[src/verilog/nav_mod_pkg.sv]
// Purpose: Shared constants for the modulating sequence generator
// Assumes: 20 MHz reference clock, chip timing derived by phase accumulator
// Notes:   Times are kept in their own units; cycle counts derive from them
package nav_mod_pkg;

  // ----------------------------------------------------------------------
  // Clock and chip timing
  // ----------------------------------------------------------------------
  localparam int unsigned REF_CLK_HZ     = 20_000_000;
  localparam int unsigned CHIP_RATE_BPS  = 511_000;
  localparam int unsigned CODE_PERIOD_US = 1000;
  localparam int unsigned CHIPS_PER_CODE = CHIP_RATE_BPS * CODE_PERIOD_US / 1_000_000;
  localparam int unsigned LFSR_W         = 9;
  localparam int unsigned LFSR_OUT_BIT   = 6;
  localparam int unsigned LFSR_TAP_A     = 4;
  localparam int unsigned LFSR_TAP_B     = 8;
  localparam logic [8:0]  LFSR_INIT      = 9'h1ff;

  // ----------------------------------------------------------------------
  // Message timing
  // ----------------------------------------------------------------------
  localparam int unsigned SLOT_MS        = 10;
  localparam int unsigned DATA_BIT_MS    = 20;
  localparam int unsigned STRING_MS      = 2000;
  localparam int unsigned DATA_PART_MS   = 1700;
  localparam int unsigned TMARK_PART_MS  = 300;
  localparam int unsigned DATA_BITS      = DATA_PART_MS / DATA_BIT_MS;
  localparam int unsigned SLOTS_PER_STR  = STRING_MS / SLOT_MS;
  localparam int unsigned DATA_SLOTS     = DATA_PART_MS / SLOT_MS;
  localparam int unsigned TMARK_BITS     = TMARK_PART_MS / SLOT_MS;
  localparam int unsigned EPOCHS_PER_SLOT = SLOT_MS * 1000 / CODE_PERIOD_US;
  localparam logic [29:0] TMARK_PATTERN  = 30'h3e375096;

  // ----------------------------------------------------------------------
  // Time scale
  // ----------------------------------------------------------------------
  localparam int unsigned TOD_OFFSET_S   = 3 * 3600;

  // ----------------------------------------------------------------------
  // Reset values
  // ----------------------------------------------------------------------
  localparam logic        MOD_RST        = 1'b1;

endpackage : nav_mod_pkg

[src/verilog/pin_sync2.sv]
// Purpose: Two-stage synchroniser for pin inputs
// Assumes: Inputs are levels from outside the clock domain
// Notes:   Only the second stage is read by other logic
`timescale 1ns/1ps
`default_nettype none
module pin_sync2 #(
  parameter int unsigned WIDTH = 1
) (
  // Clock and reset
  input  wire logic             ref_clk_i,
  input  wire logic             resetn_i,
  // Data
  input  wire logic [WIDTH-1:0] async_i,
  output logic      [WIDTH-1:0] sync_o
);

  logic [WIDTH-1:0] meta_q;

  always_ff @(posedge ref_clk_i or negedge resetn_i)
  begin
    if (!resetn_i)
    begin
      meta_q <= '0;
      sync_o <= '0;
    end
    else
    begin
      meta_q <= async_i;
      sync_o <= meta_q;
    end
  end

endmodule : pin_sync2
`default_nettype wire

[src/verilog/nav_signal_modulating_sequence_gen.sv]
// Purpose: Modulating bit train: ranging code xor message xor meander
// Assumes: String words arrive Hamming coded; second pulses from onboard scale
// Notes:   Chip timing uses a 511/20000 phase accumulator on the 20 MHz clock
//
// Function
// - Output is xor of ranging code, 50 bps message and 100 Hz meander.
// - Maximal-length code at 511 kbps, period exactly one millisecond.
// - Ranging chip taken from stage seven of nine-stage register.
// - Register loaded with all ones at start of every code period.
// - Each millisecond starts with the first chip of the run 111111100.
// - Feedback implements 1 + x^5 + x^9.
// - Two-second strings; first 1.7 s carry 85 data bits.
// - Last 0.3 s of each string carries the time mark.
// - Data bits relative coded, 20 ms, xored with 10 ms meander bits.
// - Time mark is fixed 30-bit pattern, 10 ms per bit.
// - First data bit of every string is always zero.
// - All boundaries synchronous; bit boundaries on code epoch start.
// - Last time-mark bit ends at even second of day.
// - Leap-second re-enumeration moves strings to new two-second epochs.
// - Onboard day runs three hours ahead of UTC reference.
// - Hamming-coded data converted to relative code before meander.
`timescale 1ns/1ps
`default_nettype none
module nav_signal_modulating_sequence_gen
  import nav_mod_pkg::*;
#(
  parameter int unsigned CLK_HZ  = REF_CLK_HZ,
  parameter int unsigned CHIP_HZ = CHIP_RATE_BPS
) (
  // Clock and reset
  input  wire logic        ref_clk_i,
  input  wire logic        resetn_i,
  // Onboard time scale
  input  wire logic        sec_pulse_i,
  input  wire logic        sec_even_i,
  // String data
  input  wire logic [84:0] string_word_i,
  output logic             string_taken_o,
  // Modulator
  output logic             mod_o,
  output logic             epoch_o
);

  // ----------------------------------------------------------------------
  // Derived constants
  // ----------------------------------------------------------------------
  localparam int unsigned ACC_MOD = CLK_HZ / 1000;
  localparam int unsigned ACC_INC = CHIP_HZ / 1000;
  localparam int unsigned ACC_W   = $clog2(2 * ACC_MOD);

  localparam logic [ACC_W-1:0] ACC_MOD_C  = ACC_W'(ACC_MOD);
  localparam logic [ACC_W-1:0] ACC_INC_C  = ACC_W'(ACC_INC);
  localparam logic [8:0]       CHIP_LAST  = 9'(CHIPS_PER_CODE - 1);
  localparam logic [3:0]       MS_LAST    = 4'(EPOCHS_PER_SLOT - 1);
  localparam logic [7:0]       SLOT_LAST  = 8'(SLOTS_PER_STR - 1);
  localparam logic [7:0]       SLOT_DATA  = 8'(DATA_SLOTS);
  localparam logic [4:0]       TMARK_LAST = 5'(TMARK_BITS - 1);

  // Elaboration check
  if (CLK_HZ % 1000 != 0 || CHIP_HZ % 1000 != 0 || CHIP_HZ > CLK_HZ / 2
      || CHIP_HZ / 1000 != CHIPS_PER_CODE || TOD_OFFSET_S % 2 != 0)
  begin : g_bad_cfg
    $error("nav_signal_modulating_sequence_gen: unsupported clock setup");
  end

  // ----------------------------------------------------------------------
  // Second pulse synchronisation
  // ----------------------------------------------------------------------
  logic [1:0] pin_s;
  logic       pps_prev_q;
  logic       resync;

  pin_sync2 #(
    .WIDTH (2)
  ) u_sync (
    .ref_clk_i (ref_clk_i),
    .resetn_i  (resetn_i),
    .async_i   ({sec_even_i, sec_pulse_i}),
    .sync_o    (pin_s)
  );

  always_ff @(posedge ref_clk_i or negedge resetn_i)
  begin
    if (!resetn_i)
      pps_prev_q <= 1'b0;
    else
      pps_prev_q <= pin_s[0];
  end

  // Even second of the onboard day, leap re-enumeration included
  assign resync = pin_s[0] & ~pps_prev_q & pin_s[1];

  // ----------------------------------------------------------------------
  // Next-state logic
  // ----------------------------------------------------------------------
  logic [ACC_W-1:0] acc_q, acc_d, acc_sum;
  logic [8:0]       chip_cnt_q, chip_cnt_d;
  logic [8:0]       lfsr_q, lfsr_d;
  logic [3:0]       ms_q, ms_d;
  logic [7:0]       slot_q, slot_d;
  logic [84:0]      word_q, word_d;
  logic             rel_q, rel_d;
  logic             msg_q, msg_d;
  logic             mod_q;
  logic             tick, epoch_end, slot_end, string_start, next_bit;
  logic [4:0]       tm_idx;

  always_comb
  begin
    acc_sum      = acc_q + ACC_INC_C;
    tick         = acc_sum >= ACC_MOD_C;
    epoch_end    = tick && chip_cnt_q == CHIP_LAST;
    slot_end     = epoch_end && ms_q == MS_LAST;
    string_start = resync || (slot_end && slot_q == SLOT_LAST);
    next_bit     = slot_end && slot_q[0] && slot_q < SLOT_DATA - 8'h01;
    // Fractional chip clock
    acc_d = resync ? '0 : (tick ? acc_sum - ACC_MOD_C : acc_sum);
    chip_cnt_d = (string_start || epoch_end) ? 9'h000 :
                 (tick ? chip_cnt_q + 9'h001 : chip_cnt_q);
    // Epoch reload and feedback 1 + x^5 + x^9
    lfsr_d = (string_start || epoch_end) ? LFSR_INIT :
             (tick ? {lfsr_q[7:0], lfsr_q[LFSR_TAP_A] ^ lfsr_q[LFSR_TAP_B]} : lfsr_q);
    // Slot clocks divided from code epochs
    ms_d   = (string_start || slot_end) ? 4'h0 : (epoch_end ? ms_q + 4'h1 : ms_q);
    slot_d = string_start ? 8'h00 : (slot_end ? slot_q + 8'h01 : slot_q);
    // Idle first bit forced to zero
    word_d = string_start ? {1'b0, string_word_i[83:0]} :
             (next_bit ? {word_q[83:0], 1'b0} : word_q);
    // Relative coding of coded data
    rel_d  = string_start ? 1'b0 : (next_bit ? rel_q ^ word_q[83] : rel_q);
    tm_idx = 5'(slot_d - SLOT_DATA);
    // Data part then time mark
    msg_d  = (slot_d < SLOT_DATA) ? rel_d ^ slot_d[0] : TMARK_PATTERN[TMARK_LAST - tm_idx];
  end

  // ----------------------------------------------------------------------
  // Timing state
  // ----------------------------------------------------------------------
  always_ff @(posedge ref_clk_i or negedge resetn_i)
  begin
    if (!resetn_i)
    begin
      acc_q      <= '0;
      chip_cnt_q <= 9'h000;
      lfsr_q     <= LFSR_INIT;
      ms_q       <= 4'h0;
      slot_q     <= 8'h00;
    end
    else
    begin
      acc_q      <= acc_d;
      chip_cnt_q <= chip_cnt_d;
      lfsr_q     <= lfsr_d;
      ms_q       <= ms_d;
      slot_q     <= slot_d;
    end
  end

  // ----------------------------------------------------------------------
  // Message state
  // ----------------------------------------------------------------------
  always_ff @(posedge ref_clk_i or negedge resetn_i)
  begin
    if (!resetn_i)
    begin
      word_q         <= '0;
      rel_q          <= 1'b0;
      msg_q          <= 1'b0;
      string_taken_o <= 1'b0;
    end
    else
    begin
      word_q         <= word_d;
      rel_q          <= rel_d;
      msg_q          <= msg_d;
      string_taken_o <= string_start;
    end
  end

  // ----------------------------------------------------------------------
  // Output bit train
  // ----------------------------------------------------------------------
  always_ff @(posedge ref_clk_i or negedge resetn_i)
  begin
    if (!resetn_i)
    begin
      mod_q   <= MOD_RST;
      epoch_o <= 1'b0;
    end
    else
    begin
      mod_q   <= lfsr_d[LFSR_OUT_BIT] ^ msg_d;
      epoch_o <= string_start || epoch_end;
    end
  end

  assign mod_o = mod_q;

  // ----------------------------------------------------------------------
  // Assertions
  // ----------------------------------------------------------------------
  // Clocks since last chip tick or restart
  localparam logic [ACC_W-1:0] GAP_MIN = ACC_W'(ACC_MOD / ACC_INC - 1);
  localparam logic [ACC_W-1:0] GAP_MAX = ACC_W'((ACC_MOD + ACC_INC - 1) / ACC_INC - 1);

  logic [ACC_W-1:0] gap_q;

  always_ff @(posedge ref_clk_i or negedge resetn_i)
  begin
    if (!resetn_i)
      gap_q <= '0;
    else
      gap_q <= (tick || resync) ? '0 : gap_q + ACC_W'(1);
  end

  AST_CHIP_SPACING: assert property (@(posedge ref_clk_i) disable iff (!resetn_i)
    tick |-> gap_q >= GAP_MIN && gap_q <= GAP_MAX)
    else $error("chip ticks off the chip rate");

  AST_CODE_LENGTH: assert property (@(posedge ref_clk_i) disable iff (!resetn_i)
    chip_cnt_q <= CHIP_LAST)
    else $error("chip count past code period");

  AST_EPOCH_RELOAD: assert property (@(posedge ref_clk_i) disable iff (!resetn_i)
    epoch_end |=> lfsr_q == LFSR_INIT && chip_cnt_q == 9'h000)
    else $error("register not reloaded at epoch");

  AST_FEEDBACK: assert property (@(posedge ref_clk_i) disable iff (!resetn_i)
    tick && !epoch_end && !resync |=>
      lfsr_q == {$past(lfsr_q[7:0]), $past(lfsr_q[4]) ^ $past(lfsr_q[8])})
    else $error("feedback wrong");

  AST_OUT_XOR: assert property (@(posedge ref_clk_i) disable iff (!resetn_i)
    ##1 mod_o == (lfsr_q[LFSR_OUT_BIT] ^ msg_q))
    else $error("output not code xor message");

  AST_DATA_MEANDER: assert property (@(posedge ref_clk_i) disable iff (!resetn_i)
    slot_q < SLOT_DATA |-> msg_q == (rel_q ^ slot_q[0]))
    else $error("data part not data xor meander");

  AST_TMARK: assert property (@(posedge ref_clk_i) disable iff (!resetn_i)
    slot_q >= SLOT_DATA |-> msg_q == TMARK_PATTERN[TMARK_LAST - 5'(slot_q - SLOT_DATA)])
    else $error("time mark bit wrong");

  AST_IDLE_BIT: assert property (@(posedge ref_clk_i) disable iff (!resetn_i)
    string_start |=> rel_q == 1'b0 && slot_q == 8'h00 && string_taken_o)
    else $error("string did not open with idle bit");

  AST_RESYNC: assert property (@(posedge ref_clk_i) disable iff (!resetn_i)
    resync |=> chip_cnt_q == 9'h000 && ms_q == 4'h0 && lfsr_q == LFSR_INIT)
    else $error("even second did not restart string");

  AST_BOUNDARY: assert property (@(posedge ref_clk_i) disable iff (!resetn_i)
    $changed(slot_q) |-> chip_cnt_q == 9'h000 && ms_q == 4'h0)
    else $error("bit boundary off code epoch");

endmodule : nav_signal_modulating_sequence_gen
`default_nettype wire

[config.mk]
export PLATFORM = sky130hd
export DESIGN_NAME = nav_signal_modulating_sequence_gen
export DESIGN_NICKNAME = d
export VERILOG_FILES = /design/src/verilog/nav_mod_pkg.sv /design/src/verilog/pin_sync2.sv /design/src/verilog/nav_signal_modulating_sequence_gen.sv
export SDC_FILE = /design/constraint.sdc
export NUM_CORES = 1
export LEC_CHECK = 0
export BUFFER_PORTS_ARGS = -buffer_cell sky130_fd_sc_hd__buf_2
export CAP_MARGIN = 20
export CORE_UTILIZATION = 30
export CTS_CLUSTER_SIZE = 10
export DETAILED_ROUTE_END_ITERATION = 10
export SYNTH_ARGS = -nofsm -noshare
export SYNTH_HDL_FRONTEND = slang
export SYNTH_SLANG_ARGS = --single-unit
[constraint.sdc]
create_clock -name ref_clk_i -period 4.9 [get_ports ref_clk_i]
set_input_delay 1.47 -clock ref_clk_i [delete_from_list [all_inputs] [get_ports ref_clk_i]]
set_output_delay 1.47 -clock ref_clk_i [all_outputs]
set_load 0.02 [all_outputs]
---- Word-level counts from Yosys, hierarchy flattened ----
Memory sizes are Yosys's and may differ from the RTL's.
Index checks and enable logic that the tools add are counted.
storage, ports and cells
  flip-flop bits (word level) ............. 139
  memory bits (read-only) ................. 32
  bits of input ports ..................... 89
  output and inout bits ................... 3
  logic and storage cells ................. 63
  memories kept ........................... 1
operators by class
  add/subtract/negate cells ............... 7
  $lt $le $gt $ge ......................... 4
  equality and inequality tests ........... 3
  multiplexer cells ....................... 16
  bitwise logic cells ..................... 7
  reduce and logical (&&, ||, !) cells .... 11
memories
  name             depth  width  rd ports  clocked after memory_dff  wr ports  line                                       RTL
  (no name shown)  32     1      1         0                         0         nav_signal_modulating_sequence_gen.sv:133  msg_d = (slot_d < SLOT_DATA) ? rel_d ^ slot_d[0] : TMARK_PATTERN[TMARK_LAST - tm_idx];
operators by type and width
  kind                                                                  count
  two-way mux 84 bit                                                    2
  two-way mux 9 bit                                                     4
  two-way mux 16 bit                                                    2
  adder 16 x 9 -> 16 bit (second input constant)                        1
  greater-or-equal comparator 16 x 15 -> 1 bit (second input constant)  1
  less-than comparator 8 bit (second input constant)                    2
  two-way mux 8 bit                                                     2
  subtractor 16 x 15 -> 16 bit (second input constant)                  1
  adder 9 x 1 -> 9 bit (second input constant)                          1
  == test 9 bit (second input constant)                                 1
  adder 8 x 1 -> 8 bit (second input constant)                          1
  == test 8 bit (second input constant)                                 1
  two-way mux 4 bit                                                     2
  less-than comparator 5 x 6 -> 1 bit (second input constant)           1
  nonzero test 2 bit                                                    3
  logical AND 1 bit                                                     5
  subtractor 5 x 4 -> 5 bit (second input constant)                     1
  subtractor 5 bit (first input constant)                               1
  adder 4 x 1 -> 4 bit (second input constant)                          1
  == test 4 bit (second input constant)                                 1
  two-way mux 1 bit                                                     4
  bitwise XOR 1 bit                                                     4
  logical OR 1 bit                                                      3
  AND 1 bit                                                             2
  inverter 1 bit                                                        1

---- Depth between registers and ports, before layout ----
  depth after elaboration ................. 13
  mapped depth ............................ 20

---- Hierarchy ----
Synthesis repeated with hierarchy kept, for this count alone.
second synthesis, totals
  cell total of the unflattened synthesis .. 710
  area total of the unflattened synthesis .. 7108.1 um^2
modules (own cells, without submodules)
  module                              times used  cells each  area an instance (um^2)  sequential area each (um^2)
  nav_signal_modulating_sequence_gen  1           706         7008.0                   3390.8
  pin_sync2                           1           4           100.1                    100.1

---- Worst setup path before layout ----
OpenSTA, ideal clock, no wires.
  path kind ............................... register to register
  start ................................... register acc_q[0]
  end ..................................... register mod_q, in the netlist mod_o
  library setup time ...................... 0.075 ns
  arrival ................................. 3.921 ns
  slack ................................... 0.904 ns
  cell stages (with the launch flop) ...... 21
  buffers on the path ..................... 3
  cell sequence ........................... dfrtp_1 > inv_1 > ha_1 > or4b_1 > buf_2 > o211a_1 > xnor2_4 > o211ai_2 > a21oi_4 > nor2_2 > a31oi_4 > inv_2 > buf_6 > buf_2 > nor2_1 > inv_1 > ha_1 > xnor2_1 > nor3_1 > o41ai_2 > xor2_1
on the way
  longest elaborated chain between the ends .. 13
  elaborated cells on any way between the ends .. 23
  those cells by class .................... add/sub (3); order compare (2); mux (8); bitwise (2); reduce/logical (7); memory (1)
ends and longest elaborated chain
  item                                            line                                       RTL
  start, declared                                 nav_signal_modulating_sequence_gen.sv:96   logic [ACC_W-1:0] acc_q, acc_d, acc_sum;
  start signal, assigned                          nav_signal_modulating_sequence_gen.sv:143  acc_q <= '0;
  start signal, assigned                          nav_signal_modulating_sequence_gen.sv:151  acc_q <= acc_d;
  adder 16 x 9 -> 16 bit *                        nav_signal_modulating_sequence_gen.sv:110  acc_sum = acc_q + ACC_INC_C;
  greater-or-equal comparator 16 x 15 -> 1 bit *  nav_signal_modulating_sequence_gen.sv:111  tick = acc_sum >= ACC_MOD_C;
  logical AND 1 bit *                             nav_signal_modulating_sequence_gen.sv:112  epoch_end = tick && chip_cnt_q == CHIP_LAST;
  logical AND 1 bit *                             nav_signal_modulating_sequence_gen.sv:113  slot_end = epoch_end && ms_q == MS_LAST;
  logical AND 1 bit                               nav_signal_modulating_sequence_gen.sv:114  string_start = resync || (slot_end && slot_q == SLOT_LAST);
  logical OR 1 bit                                nav_signal_modulating_sequence_gen.sv:114
  two-way mux 8 bit *                             nav_signal_modulating_sequence_gen.sv:125  slot_d = string_start ? 8'h00 : (slot_end ? slot_q + 8'h01 : slot_q);
  via slot_d[1]                                   nav_signal_modulating_sequence_gen.sv:100  logic [7:0] slot_q, slot_d;
  subtractor 5 x 4 -> 5 bit                       nav_signal_modulating_sequence_gen.sv:131  tm_idx = 5'(slot_d - SLOT_DATA);
  subtractor 5 bit                                nav_signal_modulating_sequence_gen.sv:133
  memory read (32 x 1 bit)                        --
  two-way mux 1 bit (not written as such)         nav_signal_modulating_sequence_gen.sv:133
  two-way mux 1 bit *                             nav_signal_modulating_sequence_gen.sv:133
  bitwise XOR 1 bit *                             nav_signal_modulating_sequence_gen.sv:192  mod_q <= lfsr_d[LFSR_OUT_BIT] ^ msg_d;
  end signal, assigned                            nav_signal_modulating_sequence_gen.sv:192
  end, declared                                   nav_signal_modulating_sequence_gen.sv:104  logic mod_q;
Mark *: on every way through the listed nets, which the timed path passes. The rest lies on a longest branch. The select of a mux whose other input is x is not followed.
A chain may end at the register's enable or synchronous reset.

---- Worst setup path after layout ----
  start ................................... register acc_q[0]
  end ..................................... register word_q[58]
on the way
  longest elaborated chain between the ends .. 7
  elaborated cells on any way between the ends .. 10
  those cells by class .................... add/sub (1); order compare (1); mux (1); reduce/logical (7)
ends and longest elaborated chain
  item                                                      line                                                                                  RTL
  adder 16 x 9 -> 16 bit *                                  nav_signal_modulating_sequence_gen.sv:110
  greater-or-equal comparator 16 x 15 -> 1 bit *            nav_signal_modulating_sequence_gen.sv:111
  logical AND 1 bit *                                       nav_signal_modulating_sequence_gen.sv:112
  logical AND 1 bit *                                       nav_signal_modulating_sequence_gen.sv:113
  logical AND 1 bit, on equally long branches               nav_signal_modulating_sequence_gen.sv:114, nav_signal_modulating_sequence_gen.sv:115
  logical OR 1 bit or logical AND 1 bit (tied branches)     nav_signal_modulating_sequence_gen.sv:114, nav_signal_modulating_sequence_gen.sv:115
  two-way mux 84 bit or nonzero test 2 bit (tied branches)  --
  end signal, assigned                                      nav_signal_modulating_sequence_gen.sv:173                                             word_q <= word_d;
  end, declared                                             nav_signal_modulating_sequence_gen.sv:101                                             logic [84:0] word_q, word_d;
Every way passes the cells marked *; elsewhere a longest branch is shown, timed or not.

==> results.md <==
* Grt total ovfl at 0
* Critical Path Start Type: flip-flop
* TritonRoute pass-1 iters at 4
* Layout cells sized above 1 at 0.192
* Synth Cell Area at 7030 um2
* Post-synth EDFFs at 0
* Share of flip-flops with an asynchronous set or reset at 1.00
* Seq pwr share at 0.425
* Clk_lat worst skew at 0.42 ns
* H-tree levels at 4
* Status: complete, no violations
* Total power at 0.00367 W
* Largest net degree at the start of global routing at 105
* Die area at 24100 um2
* RSZ-0062 raised after global routing: false
* CTS Root Cell: clkbuf_16
* Post-Synthesis Cells at 718
* Sinks on Clock Net at 139
* # DRC at 0
* CTS tree: built
* Initial Utilization at 0.308
* Number of setup violations in the final report at 0
* First-pass GRT wire length at 24700 um
* Chip Height at 155 um
* P per Cell Area at 439 nW/um2
* CP Cell Sequence: inv_1 -> ha_1 -> or4b_1 -> xnor2_1 -> o32a_1 -> o211ai_2 -> a21oi_4 -> nor2_2 -> a31oi_4 -> inv_4 -> buf_4 -> buf_4 -> o21ai_0
* Synth top area cells: dfrtp_1, mux2i_1, o21ai_0
* CP bufs+invs at 4
* Least-Margin Pin Slew at 0.959 ns
* Gpl congestion at 0.786
* Relative slew slack at 0.361
* Cts hold-fix bufs at 0
* Max Buffers Root-to-Sink at 2
* Hpwl dp at 9320 um
* Dpl cells at 1089
* Die X at 155 um
* Post-synth top area share at 0.459
* Crit path capture type: flip-flop
* Post-cts sizing count at 0
* Area Overhead vs Synth at 19.2%
* Syn Area/Cell at 9.79 um2
* Cell mode on critical path: buf_4
* Fin crit share at 0.878
* #FFs+latches synth at 139
* Number of port buffers at 90
* Leading cell type in the layout, fill and taps excluded: nand2_1
* GRT Total Usage at 0.126
* Number of hold violations in the final report at 0
* Int Pwr at 0.00251 W
* Syn nets at 818
* Max-capacitance violation count at 0
* Via count at 5267
* Fin crit period at 4.30 ns
* Final wirelength at 14200 um
* Comb power frac at 0.228
* WS Path Type: flip-flop to flip-flop
* Post-route ant nets at 0
* Ports at 92
* # rows at 55
* Syn. warnings at 0
* Nets at 895
* Avg WL per Cell at 12.7 um
* Sw Share at 0.317
* Ant diodes at 0
* Num CTS Buffers at 17
* Worst hold path type: flip-flop to flip-flop
* Max incr delay on CP at 0.67 ns
* Net Sw Power at 0.00117 W
* Initial antenna violation count at 0
* Slowest cell on crit path: buf_4
* Vias in the first global route at 5240
* Max Fclk at 233 MHz
* Initial DRC Count at 262
* Clock power share at 0.347
* Post-DR vias/cell at 4.70
* Yosys cell types at 62
* Sequential share of the synthesized area at 0.496
* Worst vdd ir at 0.000234 V
* Crit path max-delay family: buffers and inverters
* CP arrival at 4.57 ns
* Worst Path Required at 5.16 ns
* Final setup TNS at 0 ns
* Post-CTS Setup Inserts at 0
* Main flop type after synthesis: dfrtp_1
* Clk pin slew, worst setup/hold paths at 0.06 ns
* Slew Limit Fails at 0
* Core area at 22800 um2
* Dominant cell type by area after synthesis: dfrtp_1
* Commonest non-fill, non-tap cells in the layout: nand2_1, dfrtp_1, o21ai_0
* Non-Filler Instances at 1121
* Crit Path Max Fanout at 103
* LEAKAGE at 3.37 nW
* Worst Skew at 0.00849 ns
worst paths after layout:
kind / start / end / slack [ns] / cells past startpoint
setup / recovery: acc_q[0] / word_q[58] / 0.60 / 13
hold / removal: u_sync.meta_q[0] / u_sync.sync_o[0] / 0.35 / 0
setup reg to reg: acc_q[0] / word_q[58] / 0.60 / 13
hold reg to reg: u_sync.meta_q[0] / u_sync.sync_o[0] / 0.35 / 0
max in group asynchronous: resetn_i / mod_o / 2.86 / 2
min in group asynchronous: resetn_i / acc_q[3] / 1.16 / 1
stage by stage:
step                      setup slack, ns   util  hold WS (ns)  instance area, um2
after floorplan                     0.904      -         0.331                7030
after global placement              0.608  0.341         0.333                7790
after detailed placement            0.583  0.341         0.337                7790
after CTS                           0.559  0.367         0.351                8380
after global routing                0.190  0.367         0.368                8380
final                               0.599  0.367         0.348                8380
Yosys cell counts, drive strengths merged, types with 2 or more instances:
library cell and n:
nor2 35, a21oi 20, ha 11, o211a 3
a211oi 4, inv 15, xor2 7, or3 6
o21ai 105, nand3 12, o21a 2, buf 8
dfrtp 129, a31oi 2, o31a 2, nand4 3
nand2 130, clkbuf 32, a21o 4, nor4 7
o22a 6, a211o 2, o211ai 3, and2 9
nor3b 2, a2111oi 2, nor3 9, dfstp 10
o31ai 5, xnor2 16, mux2i 85, and3 5
or2 2, or4 3, nor4b 2, nand2b 6
a21boi 2
power by group through the flow:
stage                     clock [W]  sequential [W]  combinational [W]
after floorplan                   0         0.00152           0.000664
after global placement            0         0.00158           0.000829
after detailed placement          0         0.00158           0.000842
after CTS                   0.00131         0.00156           0.000845
after global routing        0.00137         0.00159           0.000953
final                       0.00128         0.00156           0.000836
routing by layer:
layer,share of wire,track usage
met1,0.51,0.169
met2,0.45,0.196
met3,0.033,0.0354
met4,0.0097,0.0415
met5,0,0
cell type report:
cell class              instances  area [um2]
multi-input cells             524        3320
repair buffers                 98         529
well taps                     313         392
inverters                      15        58.8
clock inverters                12         139
clock buffers                  20         447
flip-flops and latches        139        3490
fillers                      2357       14500
state kept, by name, summed over array words and instances (netlist names):
register,cells
acc_q,16
chip_cnt_q,9
epoch_o,1
lfsr_q,9
mod_o,1
ms_q,4
pps_prev_q,1
rel_q,1
slot_q,8
string_taken_o,1
u_sync.meta_q,2
u_sync.sync_o,2
word_q,84
cells by family (layout without fill, tap and decap cells):
| logic type | count (synthesis) | in the layout | share of synthesized area |
|---|---|---|---|
| simple gates | 234 | 234 | 0.151 |
| flops | 139 | 139 | 0.496 |
| xor+xnor | 23 | 23 | 0.0313 |
| buf+inv | 55 | 145 | 0.0313 |
| compound gates | 170 | 170 | 0.148 |
| fa+ha+maj | 12 | 12 | 0.0210 |
| mux | 85 | 85 | 0.122 |
No activity file was read; power rests on OpenSTA's default activity.
